## src/verilog/input_select_pkg.sv

```systemverilog
// Constants for the mode-register input selection decoder
package input_select_pkg;
	// Mode register geometry
	localparam int MODE_WIDTH = 16;
	localparam int CHANNEL_LSB = 0;
	localparam int CHANNEL_MSB = 2;
	localparam int BURNOUT_BIT = 3;
	localparam int SPAN_LSB = 4;
	localparam int SPAN_MSB = 6;
	localparam int POLARITY_BIT = 12;
	// Reset values
	localparam logic [2:0] SPAN_RESET = 3'h7;
	localparam logic [2:0] CHANNEL_RESET = 3'h4;
	localparam logic [15:0] MODE_RESET = 16'h0074;
	// Span select, one-hot: 20,40,80,160,320,640 mV, 1.28 V
	localparam int SPAN_COUNT = 7;
	// Input select, one-hot bit per analog input one..six
	localparam int INPUT_COUNT = 6;
	// Calibration pair codes
	localparam logic [1:0] CAL_PAIR_0 = 2'h0;
	localparam logic [1:0] CAL_PAIR_1 = 2'h1;
	localparam logic [1:0] CAL_PAIR_2 = 2'h2;
endpackage

```

## src/verilog/input_select_decoder.sv

```systemverilog
// Decoder of mode-register span, burnout and channel fields
`timescale 1ns/10ps
module input_select_decoder
	import input_select_pkg::*;
(
	// Clock, reset, enable
	input wire logic core_clk,
	input wire logic reset,
	input wire logic clk_en,
	// Mode register write and read-back
	input wire logic mode_write,
	input wire logic [MODE_WIDTH-1:0] mode_wdata,
	output logic [MODE_WIDTH-1:0] mode_control_reg,
	// Decoded front-end selections
	output logic [SPAN_COUNT-1:0] span_sel_reg,
	output logic unipolar_reg,
	output logic [INPUT_COUNT-1:0] positive_input_reg,
	output logic [INPUT_COUNT-1:0] negative_input_reg,
	output logic input_short_reg,
	output logic [1:0] cal_pair_reg,
	output logic burnout_source_reg,
	output logic burnout_sink_reg
);
	logic [2:0] span_code;
	logic [2:0] channel_code;
	logic burnout_enable;

	// Span one-hot; lowest two codes share the narrowest span
	function automatic logic [SPAN_COUNT-1:0] span_decode(
		input logic [2:0] code);
		logic [SPAN_COUNT-1:0] sel;
		sel = '0;
		if (code <= 3'h1)
			sel[0] = 1'b1;
		else
			sel[code - 3'h1] = 1'b1;
		return sel;
	endfunction

	// Positive input, one-hot over input one..six
	function automatic logic [INPUT_COUNT-1:0] pos_decode(
		input logic [2:0] code);
		case (code)
			3'h0: pos_decode = 6'h01;
			3'h1: pos_decode = 6'h02;
			3'h2: pos_decode = 6'h04;
			3'h3: pos_decode = 6'h08;
			3'h4: pos_decode = 6'h01;
			3'h5: pos_decode = 6'h04;
			3'h6: pos_decode = 6'h10;
			default: pos_decode = 6'h20;
		endcase
	endfunction

	// Negative input; input six is the common return
	function automatic logic [INPUT_COUNT-1:0] neg_decode(
		input logic [2:0] code);
		case (code)
			3'h4: neg_decode = 6'h02;
			3'h5: neg_decode = 6'h08;
			default: neg_decode = 6'h20;
		endcase
	endfunction

	// Only three pairs exist; codes 4 and 5 reuse pairs 0 and 1, codes 2, 3, 6 and 7 fold onto pair 2
	function automatic logic [1:0] pair_decode(input logic [2:0] code);
		case (code)
			3'h0: pair_decode = CAL_PAIR_0;
			3'h1: pair_decode = CAL_PAIR_1;
			3'h4: pair_decode = CAL_PAIR_0;
			3'h5: pair_decode = CAL_PAIR_1;
			default: pair_decode = CAL_PAIR_2;
		endcase
	endfunction

	// Field views of the written word
	assign span_code = mode_wdata[SPAN_MSB:SPAN_LSB];
	assign channel_code = mode_wdata[CHANNEL_MSB:CHANNEL_LSB];
	assign burnout_enable = mode_wdata[BURNOUT_BIT];

	// Mode register store; changes only on a completed write
	always_ff @(posedge core_clk)
	begin
		if (reset)
			mode_control_reg <= MODE_RESET;
		else if (clk_en && mode_write)
			mode_control_reg <= mode_wdata;
	end

	// Span and polarity decode, registered from the write word
	always_ff @(posedge core_clk)
	begin
		if (reset)
		begin
			span_sel_reg <= span_decode(SPAN_RESET);
			unipolar_reg <= 1'b0;
		end
		else if (clk_en && mode_write)
		begin
			span_sel_reg <= span_decode(span_code);
			unipolar_reg <= mode_wdata[POLARITY_BIT];
		end
	end

	// Channel routing and calibration pair
	always_ff @(posedge core_clk)
	begin
		if (reset)
		begin
			positive_input_reg <= pos_decode(CHANNEL_RESET);
			negative_input_reg <= neg_decode(CHANNEL_RESET);
			input_short_reg <= 1'b0;
			cal_pair_reg <= pair_decode(CHANNEL_RESET);
		end
		else if (clk_en && mode_write)
		begin
			positive_input_reg <= pos_decode(channel_code);
			negative_input_reg <= neg_decode(channel_code);
			input_short_reg <= (channel_code == 3'h7);
			cal_pair_reg <= pair_decode(channel_code);
		end
	end

	// Burnout source and sink both follow the burnout bit of the written word
	always_ff @(posedge core_clk)
	begin
		if (reset)
		begin
			burnout_source_reg <= 1'b0;
			burnout_sink_reg <= 1'b0;
		end
		else if (clk_en && mode_write)
		begin
			burnout_source_reg <= burnout_enable;
			burnout_sink_reg <= burnout_enable;
		end
	end
endmodule

```

## config.mk

```make
export PLATFORM = sky130hd
export DESIGN_NAME = input_select_decoder
export DESIGN_NICKNAME = d
export VERILOG_FILES = /design/src/verilog/input_select_pkg.sv /design/src/verilog/input_select_decoder.sv
export SDC_FILE = /design/constraint.sdc
export NUM_CORES = 1
export LEC_CHECK = 0
export BUFFER_PORTS_ARGS = -buffer_cell sky130_fd_sc_hd__buf_2
export CAP_MARGIN = 20
export CORE_ASPECT_RATIO = 1.5
export CORE_UTILIZATION = 45
export DETAILED_ROUTE_END_ITERATION = 10
export PLACE_DENSITY = 0.74
export SLEW_MARGIN = 25
export SYNTH_ARGS = -nofsm -noshare
export SYNTH_HDL_FRONTEND = slang
export SYNTH_SLANG_ARGS = --single-unit
```

## constraint.sdc

```tcl
create_clock -name core_clk -period 2.23 [get_ports core_clk]
set_input_delay 0.5575 -clock core_clk [delete_from_list [all_inputs] [get_ports core_clk]]
set_output_delay 0.5575 -clock core_clk [all_outputs]
set_load 0.02 [all_outputs]
```

==> results of run 1 <==
final cells by class:
| class | instances | share of cell area, % |
|---|---|---|
| multi-input combinational | 116 | 34.0 |
| clock buffer | 8 | 5.60 |
| timing repair buffer | 61 | 17.6 |
| inverter | 4 | 0.840 |
| tap | 39 | 2.73 |
| sequential | 35 | 39.2 |
worst min-delay path: cells and delay by family (launching register included):
family | cells | cell delay, ns
compound gates | 1 | 0.05
flops | 1 | 0.31
simple gates | 1 | 0.05
power by group through the flow:
stage                     Combinational, mW  Sequential [mW]  Clock [mW]
after floorplan                      0.0953            0.711           0
after global placement                0.182            0.678           0
after detailed placement              0.184            0.679           0
after CTS                             0.184            0.664       0.506
after global routing                  0.202            0.667       0.532
final                                 0.183            0.664       0.488
routing by layer:
layer  vias to the layer above  GRT usage (%)  wire [um]
met5                         -              0          0
met4                         0           8.33         53
met3                         6           5.61        193
met2                        50           31.1       1560
met1                       597           19.9       1230
li1                        667              -          -
per-stage QoR:
stage / std cells / util (%)
4_1_cts: 263 / 60.8
3_5_place_dp: 255 / 57.4
6_report: 263 / 60.8
5_1_grt: 263 / 60.8
2_1_floorplan: 173 / -
3_3_place_gp: 255 / 57.4
cells in the mapped netlist:
master	count
nand2_1	45
nand4b_1	2
o31ai_1	1
buf_2	7
a21oi_2	1
o21ai_1	2
clkbuf_1	4
xnor2_1	1
nor2_1	5
a21oi_1	28
nand2b_1	2
xor2_1	1
nand4_1	4
nand3b_1	1
o2111ai_1	3
a32oi_1	1
nand3_1	1
dfxtp_1	35
and2_1	1
nor3_1	2
o211ai_1	1
o21ai_0	1
and3_1	1
and3b_1	3
or4b_4	1
nor2b_1	1
nor3b_1	1
buf_6	1
buf_4	6
conb_1	1
ha_1	2
o311ai_1	1
inv_1	4
how the worst min path moves through the flow:
stage / endpoint / depth (start not counted) / startpoint
6_report: mode_control_reg[8] / 2 / mode_control_reg[8]
5_1_grt: span_sel_reg[3] / 2 / span_sel_reg[3]
4_1_cts: mode_control_reg[8] / 2 / mode_control_reg[8]
3_5_place_dp: mode_control_reg[8] / 2 / mode_control_reg[8]
3_3_place_gp: mode_control_reg[8] / 2 / mode_control_reg[8]
2_1_floorplan: positive_input_reg[3] / 2 / positive_input_reg[3]
logic make-up (layout without fill, tap and decap cells):
logic type	Yosys count	after routing	share of synthesized area (%)
xor gates and xnor gates	2	2	1.23
and+or+nand+nor	70	70	23.3
DFF	35	35	49.3
adders and majority gates	2	2	1.76
AOI/OAI and AO/OA	39	39	15.7
buffers and inverters	22	73	8.53
other	1	3	0.264
==> summary.txt, run 1 <==
Worst setup path
  – Buf+Inv Stages, Crit Path: 2
  – Worst r2r path cells: 2
  – Crit. Startpoint: mode_write
  – Critical path's top delay family: simple AND/OR/NAND/NOR gates
  – CP required: 2.43 ns
  – CP startpoint kind: primary input
  – Reg-to-reg startpoint: span_sel_reg[0]
  – Worst EP arrival: 1.59 ns
  – Worst-path cell chain: buf_2 > and2_1 > buf_4 > nor2_1 > nor3_1
  – Crit path to: negative_input_reg[5]
  – Stages on worst setup path: 5
  – Critical-path top delay cell: and2_1
  – Crit Path Max Fanout: 16
  – Worst reg-to-reg setup slack: 1.56 ns
  – Reg-to-Reg End: span_sel_reg[0]
  – Element type at the critical path end: flop
  – Worst stage delay on the critical path: 0.49 ns
  – Critical path class: in2reg

Clocking
  – CTS tree: built
  – H-Tree Level Count: 2
  – # Post-CTS Setup Buffers: 0
  – Clk buf depth: 2
  – Hold-fix buffers at CTS: 0
  – Worst-path clk slew: 0.06 ns
  – CTS Sinks: 35
  – Root buffer cell: clkbuf_8
  – Num CTS Buffers: 5
  – Clock latency on the worst-skew pair: 0.28 ns
  – CTS resizes: 0

Yosys
  – Area leader, netlist: dfxtp_1
  – Yosys top cell area share: 49.3%
  – Yosys Warn Count: 0
  – #FFs+latches synth: 35
  – Syn_area_per_cell: 8.32 um^2
  – Cells after synthesis: 171
  – Top area cells in the synthesized netlist: dfxtp_1 (49%), nand2_1 (12%), a21oi_1 (9.9%)
  – Sequential fraction of the synthesis area: 49.3%
  – Post-Syn Area: 0.00142 mm^2
  – Yosys cell types: 33

Floorplan
  – Die Wd: 47.9 um
  – Initial Utilization: 48.3%
  – Die ar.: 0.00339 mm^2
  – Top Ports: 61
  – Core area: 0.00294 mm^2
  – Die Ht: 70.9 um
  – Row count: 24

Final layout
  – Finished Cell Area: 0.00179 mm^2
  – Max reg flops: 16
  – Antenna Cells: 0
  – Share of post-route cells with drive strength above 1: 31.3%
  – Layout net count: 245
  – Most common cell after layout, fill and taps aside: buf_2
  – Area added between synthesis and finish: 25.7%
  – Layout filler cell count: 312
  – Most frequent cells in the layout: buf_2 (57), nand2_1 (45), dfxtp_1 (35)
  – Reg area: 701 um^2
  – Multi-input logic area: 608 um^2

Run
  – Max-Cap Viols: 0

Pwr
  – VDD IR max: 0.431 mV
  – Pwr Density: 747 mW/mm^2
  – Sw power: 0.339 mW
  – Overall power: 1.34 mW
  – Switching Fraction: 25.4%
  – Sequential power share: 49.7%
  – Combinational share of power: 13.7%
  – Clock share of power: 36.5%
  – P_int: 0.997 mW
  – LEAKAGE: 0.829 nW

Run status
  – Status: complete, no violations

Global routing
  – Pin count of the biggest net entering global routing: 20
  – Vias in the first global route: 1090
  – Grt ovf: 0
  – Global Route Usage Sum: 18.4%
  – Wire length of the first global-routing pass: 4550 um
  – Initial antenna violation count: 0

Worst hold path
  – HP Class: reg2reg

Routing
  – WL final: 3030 um
  – # DRC: 0
  – Via count: 1320
  – Via density: 5.02
  – Pre-antenna DRT Iters: 4
  – Avg WL per Cell: 11.5 um
  – Initial DRC count: 23
  – Routed Antenna Nets: 0

STA
  – RSZ-0062 raised after global routing: false
  – Max_slew headroom: 62.2%
  – Worst-Margin Slew: 0.568 ns
  – Final hold violation count: 0
  – Setup TNS: 0 ns
  – Fmax: 720 MHz
  – WHS: 0.452 ns
  – Final setup viols: 0
  – Crit path time final: 1.39 ns
  – Final Max Tran Viols: 0
  – Worst Slack Setup Final: 0.841 ns
  – Clock skew: 0 ns
  – Fin crit share: 62.3%

Placement
  – DP Area: 0.00169 mm^2
  – RePlAce Congestion: 0.765
  – Pre-CTS setup slack: 0.551 ns
  – Dpl hpwl: 2200 um
  – PortBufs: 57
(Power assumes the default switching activity.)
==> inputs of run 2 (changes only) <==
- CORE_UTILIZATION: 45 -> 42
- PLACE_DENSITY: 0.74 -> 0.73
- clock period: 2.23 -> 1.12 ns (I/O delays scaled with it)
==> run 2 against run 1 <==
Worst hold slack got worse by 0.22 ns. Critical path depth decreased by 4. Routed wire length increased by 5.0%. Combinational power increased by 120%. Count of clock-buffer cells in the layout decreased by 2. Clock skew unchanged. Register-to-register slack got worse by 1.1 ns. Global-route usage increased by 0.15 points. Power increased by 110%. Sequential power increased by 99%. Largest power group unchanged. Highest routed layer unchanged.
==> summary.txt, run 2 (synthesis results as in run 1) <==
Routing
  – WL final: 3190 um (was 3030 um)
  – Avg WL per Cell: 11.6 um (was 11.5 um)
  – Pre-antenna DRT Iters: 4 (unchanged)
  – # DRC: 0 (unchanged)
  – Routed Antenna Nets: 0 (unchanged)
  – Via count: 1377 (was 1320)
  – Initial DRC count: 23 (unchanged)
  – Via density: 5.03 (was 5.02)

Global routing
  – Initial antenna violation count: 0 (unchanged)
  – Wire length of the first global-routing pass: 5110 um (was 4550 um)
  – Grt ovf: 0 (unchanged)
  – Vias in the first global route: 1194 (was 1090)
  – Pin count of the biggest net entering global routing: 22 (was 20)
  – Global Route Usage Sum: 18.6% (was 18.4%)

Worst setup path
  – Critical path class: reg2out (was in2reg)
  – Crit Path Max Fanout: 2 (was 16)
  – Element type at the critical path end: output pin (was flop)
  – Critical path's top delay family: flip-flops (was simple AND/OR/NAND/NOR gates)
  – Critical-path top delay cell: dfxtp_1 (was and2_1)
  – Worst reg-to-reg setup slack: 0.46 ns (was 1.56 ns)
  – Reg-to-reg startpoint: span_sel_reg[0] (unchanged)
  – Buf+Inv Stages, Crit Path: 1 (was 2)
  – Reg-to-Reg End: span_sel_reg[0] (unchanged)
  – CP startpoint kind: flop (was primary input)
  – CP required: 0.84 ns (was 2.43 ns)
  – Worst EP arrival: 0.80 ns (was 1.59 ns)
  – Worst-path cell chain: buf_2 (was buf_2 > and2_1 > buf_4 > nor2_1 > nor3_1)
  – Worst r2r path cells: 2 (unchanged)
  – Worst stage delay on the critical path: 0.35 ns (was 0.49 ns)

Clocking
  – Clock latency on the worst-skew pair: 0.28 ns (about the same)
  – Hold-fix buffers at CTS: 0 (unchanged)
  – Num CTS Buffers: 5 (unchanged)
  – # Post-CTS Setup Buffers: 0 (unchanged)
  – Worst-path clk slew: 0.07 ns (was 0.06 ns)
  – Clk buf depth: 2 (unchanged)
  – CTS tree: built (unchanged)
  – Root buffer cell: clkbuf_8 (unchanged)
  – CTS resizes: 0 (unchanged)
  – CTS Sinks: 35 (unchanged)
  – H-Tree Level Count: 2 (unchanged)

STA
  – Final setup viols: 0 (unchanged)
  – Worst Slack Setup Final: 0.0389 ns (was 0.841 ns)
  – RSZ-0062 raised after global routing: false (unchanged)
  – Clock skew: 0 ns (unchanged)
  – Crit path time final: 1.08 ns
  – WHS: 0.230 ns (was 0.452 ns)
  – Fin crit share: 96.5%
  – Final hold violation count: 0 (unchanged)
  – Fmax: 925 MHz
  – Final Max Tran Viols: 0 (unchanged)

Pwr
  – Sw power: 0.702 mW (was 0.339 mW)
  – LEAKAGE: 0.892 nW (was 0.829 nW)
  – Combinational share of power: 13.8% (was 13.7%)
  – P_int: 2.17 mW (was 0.997 mW)
  – Pwr Density: 1510 mW/mm^2 (was 747 mW/mm^2)
  – Switching Fraction: 24.4% (was 25.4%)
  – Sequential power share: 46.1% (was 49.7%)
  – Overall power: 2.87 mW (was 1.34 mW)
  – VDD IR max: 1.17 mV (was 0.431 mV)
  – Clock share of power: 40.1% (was 36.5%)

Final layout
  – Finished Cell Area: 0.00190 mm^2 (was 0.00179 mm^2)
  – Area added between synthesis and finish: 33.4% (was 25.7%)
  – Layout net count: 255 (was 245)
  – Max reg flops: 16 (unchanged)
  – Most common cell after layout, fill and taps aside: buf_2 (unchanged)
  – Antenna Cells: 0 (unchanged)
  – Most frequent cells in the layout: buf_2 (54), nand2_1 (45), dfxtp_1 (34) (was buf_2 (57), nand2_1 (45), dfxtp_1 (35))
  – Share of post-route cells with drive strength above 1: 35.5% (was 31.3%)

Floorplan
  – Initial Utilization: 44.6% (was 48.3%)
  – Die Ht: 73.3 um (was 70.9 um)
  – Core area: 0.00319 mm^2 (was 0.00294 mm^2)
  – Top Ports: 61 (unchanged)
  – Die ar.: 0.00363 mm^2 (was 0.00339 mm^2)
  – Die Wd: 49.5 um (was 47.9 um)
  – Row count: 25 (was 24)

Worst hold path
  – Hold path cells: 3 (was 2)
  – WHS Endpoint: mode_control_reg[10] (was mode_control_reg[8])
  – Hold_sp: mode_wdata[10] (was mode_control_reg[8])
  – HP Class: in2reg (was reg2reg)

Placement
  – PortBufs: 57 (unchanged)
  – Pre-CTS setup slack: -0.254 ns (was 0.551 ns)
  – Dpl hpwl: 2430 um (was 2200 um)
  – DP Area: 0.00176 mm^2 (was 0.00169 mm^2)
  – RePlAce Congestion: 0.715 (was 0.765)

Run
  – Max-Cap Viols: 0 (unchanged)

Run status
  – Status: complete, no violations (unchanged)
## run 2: worst max path at each step
stage | depth (start not counted) | end | from | slack (ns)
final | 1 | span_sel_reg[1] | span_sel_reg[1] | 0.04
after floorplan | 3 | positive_input_reg[1] | mode_wdata[1] | 0.01
after CTS | 1 | burnout_source_reg | mode_control_reg[3] | 0.01
after global placement | 6 | span_sel_reg[1] | mode_wdata[4] | -0.18
after detailed placement | 6 | span_sel_reg[3] | mode_wdata[4] | -0.25
after global routing | 1 | span_sel_reg[1] | span_sel_reg[1] | 0.004
## run 2: metrics by stage
stage,setup TNS [ns],instances,utilization [%]
finish,0,274,59.5
global route,0,274,59.5
CTS,0,274,59.0
detailed placement,-1.31,266,55.3
global placement,-0.965,266,55.3
floorplan,0,173,-
## run 2: area by class of cell
type / count / area [um^2]
fillers: 326 / 1290
multi-input cells: 116 / 616
clock inverters: 2 / 35.0
flip-flops and latches: 35 / 702
clock buffers: 6 / 82.6
well taps: 40 / 50.0
repair buffers: 71 / 398
inverters: 4 / 15.0
## run 2: power by group through the flow
stage | Clock [mW] | Sequential [mW] | Combinational, mW
3_3_place_gp | 0 | 1.35 | 0.391
6_report | 1.15 | 1.32 | 0.397
2_1_floorplan | 0 | 1.42 | 0.190
5_1_grt | 1.21 | 1.33 | 0.437
4_1_cts | 1.18 | 1.32 | 0.395
3_5_place_dp | 0 | 1.35 | 0.394
## run 2: metal layers
| metal | vias to the layer above | part of all wire (%) | routed length (um) | global-route usage, % |
|---|---|---|---|---|
| met5 | - | 0 | 0 | 0 |
| met4 | 0 | 1.4 | 44 | 7.62 |
| met3 | 5 | 6.6 | 209 | 6.00 |
| met2 | 50 | 51 | 1610 | 31.7 |
| met1 | 631 | 41 | 1320 | 21.2 |
| li1 | 691 | - | - | - |
